`src/dsp_pkg.sv`:
```
/*
 Constants, command codes and states of the digital potentiometer serial
 command port. Assumes a 100 MHz system clock sampling the serial pins.
*/
package dsp_pkg;
   localparam int          FRAME_BITS      = 16;
   localparam int          DATA_BITS       = 10;
   localparam int          CMD_MSB         = 13;
   localparam int          CMD_LSB         = 10;
   localparam int          FUSE_DEPTH      = 20;
   localparam int          FUSE_ADDR_BITS  = 5;
   localparam logic [9:0]  WIPER_MIDSCALE  = 10'h200;
   localparam logic [9:0]  LOW_RES_MASK    = 10'h3FC;
   localparam bit          LOW_RES         = 1'b0;
   localparam logic [3:0]  CTRL_RESET      = 4'h0;
   localparam int          CTRL_FUSE_EN    = 0;
   localparam int          CTRL_WR_EN      = 1;
   localparam int          CTRL_CAL        = 2;
   localparam int          CTRL_OK         = 3;
   localparam logic [4:0]  STATUS_ADDR_LO  = 5'h14;
   localparam logic [4:0]  STATUS_ADDR_HI  = 5'h15;
   localparam logic [3:0]  CMD_NO_OPERATION = 4'h0;
   localparam logic [3:0]  CMD_WR_WIPER    = 4'h1;
   localparam logic [3:0]  CMD_RD_WIPER    = 4'h2;
   localparam logic [3:0]  CMD_STORE       = 4'h3;
   localparam logic [3:0]  CMD_REFRESH     = 4'h4;
   localparam logic [3:0]  CMD_RD_FUSE     = 4'h5;
   localparam logic [3:0]  CMD_WR_CTRL     = 4'h6;
   localparam logic [3:0]  CMD_RD_CTRL     = 4'h7;
   localparam logic [3:0]  CMD_SHUTDOWN    = 4'h8;
   localparam int          CLK_MHZ         = 100;
   localparam int          FUSE_PROG_US    = 8000;
   localparam int          FUSE_PROG_CYCLES = FUSE_PROG_US * CLK_MHZ;
   typedef enum logic [1:0] {ST_IDLE, ST_FRAME, ST_LOCK} dsp_state_e;
endpackage

```
`src/dsp_fuse_if.sv`:
```
/*
 Carrier between the command decoder and the fuse memory.
 Assumes both ends run on the same system clock.
*/
`timescale 1ns/1ps
interface dsp_fuse_if;
   logic        store;
   logic [9:0]  store_data;
   logic [4:0]  rd_addr;
   logic [9:0]  rd_data;
   logic [9:0]  last_value;
   logic        busy;
   logic        done;
   logic        ok;
   modport ctrl (output store, store_data, rd_addr,
                 input  rd_data, last_value, busy, done, ok);
   modport mem  (input  store, store_data, rd_addr,
                 output rd_data, last_value, busy, done, ok);
endinterface

```
`src/dsp_pin_sync.sv`:
```
/*
 Two-flop synchronisers for the serial pins, one per bit.
 Assumes the pins are asynchronous to the system clock.
*/
`timescale 1ns/1ps
module dsp_pin_sync #(
   parameter int         W         = 3,
   parameter logic [2:0] RESET_VAL = 3'h0
) (
   input  wire logic         clk_sys_i,
   input  wire logic         reset_n_i,
   input  wire logic [W-1:0] pin_i,
   output logic      [W-1:0] level_o
);
   logic [W-1:0] meta_reg;

   for (genvar i = 0; i < W; i++) begin : g_bit
      always_ff @(posedge clk_sys_i) begin
         if (!reset_n_i) begin
            meta_reg[i] <= RESET_VAL[i];
            level_o[i]  <= RESET_VAL[i];
         end else begin
            meta_reg[i] <= pin_i[i];
            level_o[i]  <= meta_reg[i];
         end
      end
   end
endmodule

```
`src/dsp_fuse_mem.sv`:
```
/*
 One-time-programmable wiper store of twenty locations with a program timer.
 Assumes the caller only requests a store while busy is low.
*/
`timescale 1ns/1ps
module dsp_fuse_mem
   import dsp_pkg::*;
#(
   parameter int unsigned PROG_CYCLES = FUSE_PROG_CYCLES
) (
   input  wire logic clk_sys_i,
   input  wire logic reset_n_i,
   dsp_fuse_if.mem   fuse
);
   logic [9:0]  mem_array [FUSE_DEPTH];
   logic [4:0]  count_reg;
   logic [31:0] timer_reg;
   logic [9:0]  pend_reg;
   logic        busy_reg;
   logic        done_reg;
   logic        ok_reg;
   logic [4:0]  hi_cnt;

   // Count of programmed locations is reset here; a real fuse would keep it
   always_ff @(posedge clk_sys_i) begin
      if (!reset_n_i) begin
         count_reg <= 5'h00;
         timer_reg <= 32'h0;
         pend_reg  <= 10'h000;
         busy_reg  <= 1'b0;
         done_reg  <= 1'b0;
         ok_reg    <= 1'b0;
      end else begin
         done_reg <= 1'b0;
         if (fuse.store && !busy_reg) begin
            if (count_reg < 5'(FUSE_DEPTH)) begin
               busy_reg  <= 1'b1;
               timer_reg <= PROG_CYCLES - 1;
               pend_reg  <= fuse.store_data;
            end else begin
               done_reg <= 1'b1;
               ok_reg   <= 1'b0;
            end
         end else if (busy_reg) begin
            if (timer_reg == 32'h0) begin
               busy_reg  <= 1'b0;
               done_reg  <= 1'b1;
               ok_reg    <= 1'b1;
               count_reg <= count_reg + 5'h01;
            end else begin
               timer_reg <= timer_reg - 32'h1;
            end
         end
      end
   end

   always_ff @(posedge clk_sys_i) begin
      if (busy_reg && timer_reg == 32'h0) begin
         mem_array[count_reg] <= pend_reg;
      end
   end

   assign hi_cnt = (count_reg > 5'h0A) ? count_reg - 5'h0A : 5'h00;

   always_comb begin
      if (fuse.rd_addr == STATUS_ADDR_LO) begin
         fuse.rd_data = (count_reg >= 5'h0A) ? 10'h3FF :
                        10'((11'h001 << count_reg) - 11'h001);
      end else if (fuse.rd_addr == STATUS_ADDR_HI) begin
         fuse.rd_data = 10'((11'h001 << hi_cnt) - 11'h001);
      end else if (fuse.rd_addr < count_reg) begin
         fuse.rd_data = mem_array[fuse.rd_addr];
      end else begin
         fuse.rd_data = 10'h000;
      end
   end

   assign fuse.last_value = (count_reg == 5'h00) ? WIPER_MIDSCALE
                            : mem_array[count_reg - 5'h01];
   assign fuse.busy = busy_reg;
   assign fuse.done = done_reg;
   assign fuse.ok   = ok_reg;
endmodule

```
`src/dsp_serial_port.sv`:
```
/*
 Serial command port of a digital potentiometer: frame capture, command
 decode, wiper, control and shutdown state, readback and open-drain pins.
 Assumes the host drives frame select, serial clock and data in, with a
 serial clock much slower than the system clock (eight samples or more).
*/
`timescale 1ns/1ps
module dsp_serial_port
   import dsp_pkg::*;
#(
   parameter int unsigned PROG_CYCLES = FUSE_PROG_CYCLES
) (
   input  wire logic        clk_sys_i,
   input  wire logic        reset_n_i,
   input  wire logic        frame_select_n_i,
   input  wire logic        serial_clk_i,
   input  wire logic        serial_in_i,
   input  wire logic        serial_out_i,
   output logic             serial_out_o,
   output logic             serial_out_oe_n_o,
   input  wire logic        ready_i,
   output logic             ready_o,
   output logic             ready_oe_n_o,
   output logic [9:0]       wiper_position_o,
   output logic [3:0]       control_flags_o,
   output logic             shutdown_o,
   output logic             calibration_select_o
);
   dsp_fuse_if fuse ();

   logic [2:0]      pins_s;
   logic            fs_n_s;
   logic            sclk_s;
   logic            din_s;
   logic            fs_prev_reg;
   logic            sclk_prev_reg;
   logic            fs_fall;
   logic            fs_rise;
   logic            sclk_fall;

   dsp_state_e      state_reg;
   dsp_state_e      state_next;
   logic [15:0]     shift_reg;
   logic [3:0]      bit_cnt_reg;
   logic            full_frame_reg;
   logic            frame_ok;
   logic            exec;
   logic [3:0]      cmd;
   logic [9:0]      data;
   logic [9:0]      wiper_reg;
   logic [3:0]      ctrl_reg;
   logic            shutdown_reg;
   logic            store_reg;
   logic [9:0]      store_data_reg;
   logic [4:0]      rd_addr_reg;
   logic            fuse_load_reg;
   logic            dout_oe_n_reg;
   logic            ready_oe_n_reg;
   logic [9:0]      res_mask;

   // Frame select idles high so no false frame starts during reset
   dsp_pin_sync #(
      .W         (3),
      .RESET_VAL (3'h1)
   ) u_sync (
      .clk_sys_i (clk_sys_i),
      .reset_n_i (reset_n_i),
      .pin_i     ({serial_in_i, serial_clk_i, frame_select_n_i}),
      .level_o   (pins_s)
   );

   dsp_fuse_mem #(
      .PROG_CYCLES (PROG_CYCLES)
   ) u_fuse (
      .clk_sys_i (clk_sys_i),
      .reset_n_i (reset_n_i),
      .fuse      (fuse)
   );

   assign fs_n_s = pins_s[0];
   assign sclk_s = pins_s[1];
   assign din_s  = pins_s[2];

   always_ff @(posedge clk_sys_i) begin
      if (!reset_n_i) begin
         fs_prev_reg   <= 1'b1;
         sclk_prev_reg <= 1'b0;
      end else begin
         fs_prev_reg   <= fs_n_s;
         sclk_prev_reg <= sclk_s;
      end
   end

   assign fs_fall   = fs_prev_reg && !fs_n_s;
   assign fs_rise   = !fs_prev_reg && fs_n_s;
   // Edges are only looked for inside a frame, so a stopped clock is harmless
   assign sclk_fall = sclk_prev_reg && !sclk_s;

   assign res_mask = LOW_RES ? LOW_RES_MASK : 10'h3FF;

   // Frame state
   always_comb begin
      state_next = state_reg;
      case (state_reg)
         ST_IDLE: begin
            if (fuse.busy) begin
               state_next = ST_LOCK;
            end else if (fs_fall) begin
               state_next = ST_FRAME;
            end
         end
         ST_FRAME: begin
            if (fs_rise) begin
               state_next = ST_IDLE;
            end
         end
         ST_LOCK: begin
            // Shift register stays locked until programming ends and no
            // frame is in flight, so a half frame is never picked up
            if (!fuse.busy && fs_n_s) begin
               state_next = ST_IDLE;
            end
         end
         default: begin
            state_next = ST_IDLE;
         end
      endcase
   end

   always_ff @(posedge clk_sys_i) begin
      if (!reset_n_i) begin
         state_reg <= ST_IDLE;
      end else begin
         state_reg <= state_next;
      end
   end

   // Bit counting
   always_ff @(posedge clk_sys_i) begin
      if (!reset_n_i) begin
         bit_cnt_reg    <= 4'h0;
         full_frame_reg <= 1'b0;
      end else if (state_reg != ST_FRAME) begin
         bit_cnt_reg    <= 4'h0;
         full_frame_reg <= 1'b0;
      end else if (sclk_fall) begin
         bit_cnt_reg <= bit_cnt_reg + 4'h1;
         if (bit_cnt_reg == 4'hF) begin
            full_frame_reg <= 1'b1;
         end
      end
   end

   // Short frames and lengths off a 16-bit boundary execute nothing
   assign frame_ok = full_frame_reg && (bit_cnt_reg == 4'h0);
   assign exec     = (state_reg == ST_FRAME) && fs_rise && frame_ok
                     && (shift_reg[15:14] == 2'b00);
   assign cmd      = shift_reg[CMD_MSB:CMD_LSB];
   assign data     = shift_reg[DATA_BITS-1:0];

   // Shift register: capture, daisy chain and readback
   always_ff @(posedge clk_sys_i) begin
      if (!reset_n_i) begin
         shift_reg <= 16'h0000;
      end else if (state_reg == ST_FRAME && sclk_fall) begin
         shift_reg <= {shift_reg[14:0], din_s};
      end else if (exec && cmd == CMD_RD_WIPER) begin
         shift_reg <= {6'h00, wiper_reg & res_mask};
      end else if (exec && cmd == CMD_RD_CTRL) begin
         shift_reg <= {12'h000, ctrl_reg};
      end else if (fuse_load_reg) begin
         shift_reg <= {6'h00, fuse.rd_data};
      end
   end

   // Fuse readback takes one cycle for the address to settle
   always_ff @(posedge clk_sys_i) begin
      if (!reset_n_i) begin
         rd_addr_reg   <= 5'h00;
         fuse_load_reg <= 1'b0;
      end else begin
         fuse_load_reg <= exec && cmd == CMD_RD_FUSE;
         if (exec && cmd == CMD_RD_FUSE) begin
            rd_addr_reg <= data[FUSE_ADDR_BITS-1:0];
         end
      end
   end

   assign fuse.rd_addr = rd_addr_reg;

   // Wiper register
   always_ff @(posedge clk_sys_i) begin
      if (!reset_n_i) begin
         wiper_reg <= WIPER_MIDSCALE;
      end else if (exec) begin
         case (cmd)
            CMD_WR_WIPER: begin
               if (ctrl_reg[CTRL_WR_EN]) begin
                  wiper_reg <= data & res_mask;
               end
            end
            CMD_REFRESH: begin
               wiper_reg <= fuse.last_value;
            end
            default: begin
               wiper_reg <= wiper_reg;
            end
         endcase
      end
   end

   // Control register; the success flag follows the fuse result and clears on a store refused with fuse enable low
   always_ff @(posedge clk_sys_i) begin
      if (!reset_n_i) begin
         ctrl_reg <= CTRL_RESET;
      end else begin
         if (exec && cmd == CMD_WR_CTRL) begin
            ctrl_reg[CTRL_CAL:CTRL_FUSE_EN] <= data[2:0];
         end
         // A completing program reports its result even over a refused store
         if (fuse.done) begin
            ctrl_reg[CTRL_OK] <= fuse.ok;
         end else if (exec && cmd == CMD_STORE && !ctrl_reg[CTRL_FUSE_EN]) begin
            ctrl_reg[CTRL_OK] <= 1'b0;
         end
      end
   end

   // Shutdown state
   always_ff @(posedge clk_sys_i) begin
      if (!reset_n_i) begin
         shutdown_reg <= 1'b0;
      end else if (exec && cmd == CMD_SHUTDOWN) begin
         shutdown_reg <= data[0];
      end
   end

   // Store request to the fuse memory
   always_ff @(posedge clk_sys_i) begin
      if (!reset_n_i) begin
         store_reg      <= 1'b0;
         store_data_reg <= 10'h000;
      end else begin
         store_reg <= exec && cmd == CMD_STORE && ctrl_reg[CTRL_FUSE_EN];
         if (exec && cmd == CMD_STORE) begin
            store_data_reg <= wiper_reg & res_mask;
         end
      end
   end

   assign fuse.store      = store_reg;
   assign fuse.store_data = store_data_reg;

   // Open-drain pins: drive low only when the line must read zero
   always_ff @(posedge clk_sys_i) begin
      if (!reset_n_i) begin
         dout_oe_n_reg  <= 1'b1;
         ready_oe_n_reg <= 1'b1;
      end else begin
         dout_oe_n_reg  <= !(!fs_n_s && !shift_reg[15]);
         ready_oe_n_reg <= !(fuse.busy || store_reg);
      end
   end

   assign serial_out_o         = 1'b0;
   assign serial_out_oe_n_o    = dout_oe_n_reg;
   assign ready_o              = 1'b0;
   assign ready_oe_n_o         = ready_oe_n_reg;
   assign wiper_position_o     = wiper_reg;
   assign control_flags_o      = ctrl_reg;
   assign shutdown_o           = shutdown_reg;
   assign calibration_select_o = ctrl_reg[CTRL_CAL];
endmodule

```
`config.mk`:
```
export PLATFORM = sky130hd
export DESIGN_NAME = dsp_serial_port
export DESIGN_NICKNAME = d
export VERILOG_FILES = /design/src/dsp_pkg.sv /design/src/dsp_fuse_if.sv /design/src/dsp_pin_sync.sv /design/src/dsp_fuse_mem.sv /design/src/dsp_serial_port.sv
export SDC_FILE = /design/constraint.sdc
export NUM_CORES = 1
export LEC_CHECK = 0
export BUFFER_PORTS_ARGS = -buffer_cell sky130_fd_sc_hd__buf_4
export CORE_MARGIN = 3
export CORE_UTILIZATION = 50
export CTS_CLUSTER_SIZE = 20
export DETAILED_ROUTE_END_ITERATION = 8
export PLACE_DENSITY = 0.72
export RECOVER_POWER = 100
export SLEW_MARGIN = 10
export SYNTH_ARGS = -nofsm -noshare
export SYNTH_HDL_FRONTEND = slang
export SYNTH_SLANG_ARGS = --single-unit
```
`constraint.sdc`:
```
create_clock -name clk_sys_i -period 3 [get_ports clk_sys_i]
set_input_delay 0 -clock clk_sys_i [delete_from_list [all_inputs] [get_ports clk_sys_i]]
set_output_delay 0 -clock clk_sys_i [all_outputs]
set_load 0.02 [all_outputs]
```
* Yosys cells after proc, flatten, opt, wreduce, memory -nomap -nowiden *
Memories as Yosys holds them, arrays and structs flattened. A register that Yosys moved wholly into a read port is not among the register bits.
Index checks and enable logic that the tools add are counted.
Widths: inputs -> output; s select.

word-level totals
  flip-flop bits (word level) = 115
  memory bits (writable) = 200
  bits of input ports = 7
  memories kept = 1

operators by class
  equality and inequality tests = 21
  shift-type cells = 2
  add/sub/neg operators = 7
  bitwise logic cells = 2
  mux-type cells = 39
  reduce and logical (&&, ||, !) cells = 47
  order comparisons = 4

memory list
  memory            depth  bits a word  rd ports  clocked after memory_dff  write ports  line                source
  u_fuse.mem_array  20     10           2         1                         1            dsp_fuse_mem.sv:15  logic [9:0] mem_array [FUSE_DEPTH];

operators with widths
  kind                   number
  $mux 32                4
  $mux 16                4
  $mux 10                6
  $logic_not 32->1       1
  $sub 32x1->32 const B  1
  $logic_and 1x1->1      20
  $pmux 10 s2            1
  $shl 1x5->10 const A   2
  $sub 10x1->10 const B  2
  $eq 4x3->1 const B     4
  $mux 1                 16
  $mux 5                 3
  $reduce_and 3->1       5
  $eq 5x5->1 const B     2
  $ne 2x2->1 const B     5
  $eq 4x2->1 const B     2
  $eq 4x4->1 const B     2
  $logic_not 1->1        8
  $mux 2                 4
  $reduce_bool 2->1      4
  $pmux 2 s3             1
  $add 5x1->5 const B    1
  $ge 5x4->1 const B     1
  $gt 5x4->1 const B     1
  other kinds (18)       22

* Depth between registers and ports, before layout *
  depth in word-level cells = 10
  gate-level depth with buffers = 13
  mapped depth without buffers = 13

* Hierarchy *
A second synthesis with hierarchy kept.

unflattened totals
  cell total of the unflattened synthesis = 1232
  area total of the unflattened synthesis = 15949.0 um^2

by module, submodules not included
  module           seq. area each (um^2)  cells an instance  area each (um^2)  instances
  dsp_fuse_mem     7006.7                 899                12877.4           1
  dsp_serial_port  1181.1                 321                2914.0            1
  dsp_pin_sync     120.1                  12                 157.7             1

* Worst setup path before layout *
Ideal clock, no wire load.

  path type = register -> register
  from = register u_fuse.count_reg[0]
  to = register wiper_reg[9] (netlist: wiper_position_o[9])
  setup slack = -291 ps
  stages on the path, launching flop included = 12
  data required time = 2872 ps
  buffers on the path = 4
  setup time = 128 ps
  arrival = 3163 ps
  cells stage by stage = dfxtp_1 -> buf_4 -> buf_2 -> inv_1 -> ha_1 -> ha_1 -> clkbuf_1 -> clkbuf_1 -> mux4_2 -> mux4_2 -> a221oi_1 -> a21oi_1

on the way
  cells in the longest elaborated chain, start to end = 4
  elaborated cells between the ends (all ways) = 5
  those cells by class = add/sub: 1; mux: 2; reduce/logical: 1; memory: 1

RTL lines
  what                      line                    source
  start: declaration        dsp_fuse_mem.sv:16      logic [4:0] count_reg;
  start signal: assignment  dsp_fuse_mem.sv:49      count_reg <= count_reg + 5'h01;
  $sub 5x1->5               dsp_fuse_mem.sv:79      : mem_array[count_reg - 5'h01];
  $mem_v2 20x10             n/a
  $mux 10 (*)               dsp_fuse_mem.sv:78      assign fuse.last_value = (count_reg == 5'h00) ? WIPER_MIDSCALE
  $pmux 10 s2 (*)           dsp_serial_port.sv:196  case (cmd)
  end signal: assignment    dsp_serial_port.sv:199  wiper_reg <= data & res_mask;
  end signal: assignment    dsp_serial_port.sv:203  wiper_reg <= fuse.last_value;
  end signal: assignment    dsp_serial_port.sv:206  wiper_reg <= wiper_reg;
  end: declaration          dsp_serial_port.sv:50   logic [9:0] wiper_reg;

Every way passes the cells marked *; elsewhere a longest branch is shown, timed or not.
A chain may end at the register's enable or synchronous reset.

* Worst setup path in the final report *
  from = register u_fuse.count_reg[1]
  to = register shift_reg[6]

on the way
  cells in the longest elaborated chain, start to end = 10
  elaborated cells between the ends (all ways) = 17
  those cells by class = add/sub: 3; order compare: 3; shift: 2; mux: 9

RTL lines
  what                                       line                    source
  $sub 5x4->5 or $gt 5x4->1 (tied branches)  dsp_fuse_mem.sv:63      assign hi_cnt = (count_reg > 5'h0A) ? count_reg - 5'h0A : 5'h00;
  $mux 5                                     dsp_fuse_mem.sv:63
  $shl 1x5->10                               dsp_fuse_mem.sv:70      fuse.rd_data = 10'((11'h001 << hi_cnt) - 11'h001);
  $sub 10x1->10                              dsp_fuse_mem.sv:70
  $mux 10                                    dsp_fuse_mem.sv:69      end else if (fuse.rd_addr == STATUS_ADDR_HI) begin
  $mux 10 (*)                                dsp_fuse_mem.sv:66      if (fuse.rd_addr == STATUS_ADDR_LO) begin
  $mux 16 (*)                                dsp_serial_port.sv:171  end else if (fuse_load_reg) begin
  $mux 16 (*)                                dsp_serial_port.sv:169  end else if (exec && cmd == CMD_RD_CTRL) begin
  $mux 16 (*)                                dsp_serial_port.sv:167  end else if (exec && cmd == CMD_RD_WIPER) begin
  $mux 16 (*)                                dsp_serial_port.sv:165  end else if (state_reg == ST_FRAME && sclk_fall) begin
  end signal: assignment                     dsp_serial_port.sv:166  shift_reg <= {shift_reg[14:0], din_s};
  end signal: assignment                     dsp_serial_port.sv:168  shift_reg <= {6'h00, wiper_reg & res_mask};
  end signal: assignment                     dsp_serial_port.sv:170  shift_reg <= {12'h000, ctrl_reg};
  end: declaration                           dsp_serial_port.sv:43   logic [15:0] shift_reg;

Every way passes the cells marked *; elsewhere a longest branch is shown, timed or not. The select of a mux whose other input is x is not followed.

==> run_results.csv <==
group,metric,value,unit
timing,holdWs,0.417,ns
placement,place.port_buffers,22,
timing,drv_slew,0,
clock_network,cts_sinks,320,
cells_and_area,final_area,17500,um2
placement,hpwl,27.5,mm
cells_and_area,final_cell_mix,"edfxtp_1, dfxtp_1, nand2_1",
cells_and_area,largest_register_ffs,200,
drt,vias,11085,
hold_path,holdCritPathClass,"reg2reg",
pwr,switching_share,0.197,
drt,post_drt_wl_per_cell,24.0,um
synthesis,synth-edff-count,200,
timing,finalCriticalPeriod,2.87,ns
synthesis,yosysWarningCount,0,
setup_path,cp_top_family,"compound AO/OA/AOI/OAI gates",
timing,hold_violations,0,
drt,routed_wirelength,40.7,mm
clock_network,clk_pin_slew,0.06,ns
clock_network,numCtsBuffers,35,
status,status,"complete, no violations",
floorplan,dieArea,33200,um2
pwr,power_density,513,nW/um2
floorplan,start_util,0.515,
drt,via_per_inst,6.52,
clock_network,ctsLongestPathBuffers,3,
cells_and_area,diodes,0,
clock_network,cts_root_buffer,"clkbuf_16",
cells_and_area,final_common_cell,"edfxtp_1",
timing,finalCritPeriodShare,0.956,
floorplan,fp.dieW,182,um
setup_path,crit_cells,13,
cells_and_area,nNetsFinal,1312,
setup_path,worst-endpoint-required,3.41,ns
pwr,worst_ir_drop_vdd,0.385,mV
timing,relSlewSlack,0.182,
hold_path,hold_depth,1,
floorplan,core,30100,um2
setup_path,path_buf_inv,3,
timing,worst_pin_slew,1.23,ns
setup_path,cp_max_fo,5,
placement,numPlacedInstances,1628,
timing,finalClockSkew,0.0353,ns
global_route,grt_use_total,0.246,
setup_path,arrival,3.28,ns
synthesis,async_flop_share,0,
global_route,grt-ovfl-total,0,
cells_and_area,fin_cells,1699,
global_route,grt_pass1_vias,10864,
timing,max_freq,349,MHz
clock_network,clk_latency,0.53,ns
setup_path,startpoint_type,"flip-flop",
clock_network,cts_tree,"done",
floorplan,die-height,182,um
global_route,grt_max_degree,49,
synthesis,synthCells,1222,
synthesis,synthesis.area,15500,um2
synthesis,ys_ff_latch,320,
drt,dr.pass1.iters,5,
run,cap_violations,0,
global_route,grt_antenna_before_repair,0,
floorplan,io_pins,27,
pwr,p_comb_frac,0.006,
cells_and_area,drive_above_1_share,0.193,
setup_path,path_cells,"inv_1 -> ha_1 -> nor2b_2 -> a311o_1 -> and3_1 -> nand4_1 -> ha_1 -> inv_1 -> a41o_1 -> a21oi_1 -> o31ai_1 -> buf_4 -> a21oi_1",
synthesis,avgSynthCellArea,12.7,um2
placement,post_dp_cell_area,16400,um2
synthesis,ys_seq_area_frac,0.542,
placement,gp_congestion,0.925,
pwr,p_seq_frac,0.516,
setup_path,worst-setup-path-type,"reg2reg",
timing,tns,0,ns
drt,drt_iter0_drc,1177,
timing,setup_viol,0,
drt,drc,0,
cells_and_area,multiInputGateArea,6610,um2
setup_path,critPathSlowestCell,"o31ai_1",
drt,ant_nets,0,
setup_path,max_stage_delay,0.40,ns
synthesis,ys_types,78,
setup_path,r2r_cells,13,
floorplan,rows,63,
setup_path,worstSetupEndpointType,"flip-flop",
cells_and_area,seqCellArea,8410,um2
pwr,clkPwrFrac,0.478,
timing,rsz0062_at_grt,"false",
pwr,switchingPower,1.77,mW
cells_and_area,fill_cells,2373,
pwr,internal-power,7.21,mW
global_route,grt_pass1_wl,63.9,mm
pwr,p_leak,5.77,nW
cells_and_area,area_growth,12.8,%
clock_network,h-tree-depth,2,
synthesis,synth_flop_cell,"edfxtp_1",
-- logic make-up after synthesis --
logic type | synth area share
AOI/OAI and AO/OA | 0.0895
xor gates and xnor gates | 0.0209
adders and majority gates | 0.0169
buffers and inverters | 0.0282
DFF | 0.542
muxes | 0.170
other | 0.000242
and+or+nand+nor | 0.132
-- Yosys cell counts, drive strengths merged (3+ instances only) --
master  number  share of area
a211o        6         0.0034
a211oi      11         0.0053
a21o         7         0.0034
a21oi       86          0.028
a221oi       3         0.0017
a22oi       18         0.0087
a31oi        9         0.0036
and2        11         0.0044
and3        18         0.0073
buf         36          0.013
clkbuf      47          0.011
dfxtp      120           0.15
edfxtp     200           0.39
ha          21          0.017
inv         14         0.0034
mux2i       40          0.026
mux4        98           0.14
nand2      104          0.025
nand2b      12         0.0048
nand3       20         0.0071
nand3b       6         0.0037
nand4       14         0.0061
nor2       100          0.024
nor2b       15         0.0061
nor3        34          0.012
nor3b        4         0.0023
nor4        27          0.014
o211ai       6         0.0029
o21ai       23         0.0077
o221ai       9         0.0051
o32ai        9         0.0051
or2          5         0.0020
or3         11         0.0044
or4          4         0.0027
xnor2       26          0.015
xor2        11         0.0062
-- timing repair --
action,4_1_cts,5_1_grt
setup buffers,0,2
setup endpoints to repair,0,2
hold endpoints to repair,25,0
hold buffers,7,0
resized for setup,0,3
-- layer usage --
| metal | vias up | GRT usage | wire length, um |
|---|---|---|---|
| met2 | 652 | 0.387 | 19100 |
| met5 | - | 0 | 0 |
| li1 | 4844 | - | - |
| met4 | 0 | 0.0701 | 1050 |
| met3 | 88 | 0.0552 | 4300 |
| met1 | 5501 | 0.349 | 16300 |
-- final timing paths --
check | start | endpoint | slack, ns
max reg2reg | u_fuse.count_reg[1] | shift_reg[6] | 0.13
min | u_sync.meta_reg[0] | u_sync.level_o[0] | 0.42
max | u_fuse.count_reg[1] | shift_reg[6] | 0.13
min reg2reg | u_sync.meta_reg[0] | u_sync.level_o[0] | 0.42
-- cell type report --
| class | count | area share |
|---|---|---|
| flip-flops and latches | 320 | 0.481 |
| multi-input cells | 805 | 0.378 |
| clock buffers | 46 | 0.0559 |
| repair buffers | 107 | 0.0440 |
| well taps | 390 | 0.0279 |
| clock inverters | 16 | 0.00987 |
| inverters | 15 | 0.00322 |
-- worst register-to-register path: stages, from the launching register on --
cell	delay, ns
dfxtp_1	0.33
inv_1	0.06
ha_1	0.26
nor2b_2	0.20
a311o_1	0.26
and3_1	0.23
nand4_1	0.12
ha_1	0.30
inv_1	0.15
a41o_1	0.14
a21oi_1	0.07
o31ai_1	0.40
buf_4	0.19
a21oi_1	0.05
-- per-stage QoR --
step,util,setup slack (ns),power (mW)
after floorplan,-,0.0300,4.76
after global placement,0.546,0.239,4.77
after detailed placement,0.546,0.167,4.77
after CTS,0.586,0.130,9.03
after global routing,0.581,0.0223,9.21
final,0.581,0.132,8.97
-- power by group through the flow --
stage | clock, mW | sequential, mW | combinational, mW
finish | 4.29 | 4.63 | 0.0547
detailed placement | 0 | 4.72 | 0.0495
floorplan | 0 | 4.72 | 0.0368
global placement | 0 | 4.72 | 0.0482
global route | 4.52 | 4.63 | 0.0607
CTS | 4.34 | 4.63 | 0.0567
(Power assumes the default switching activity.)
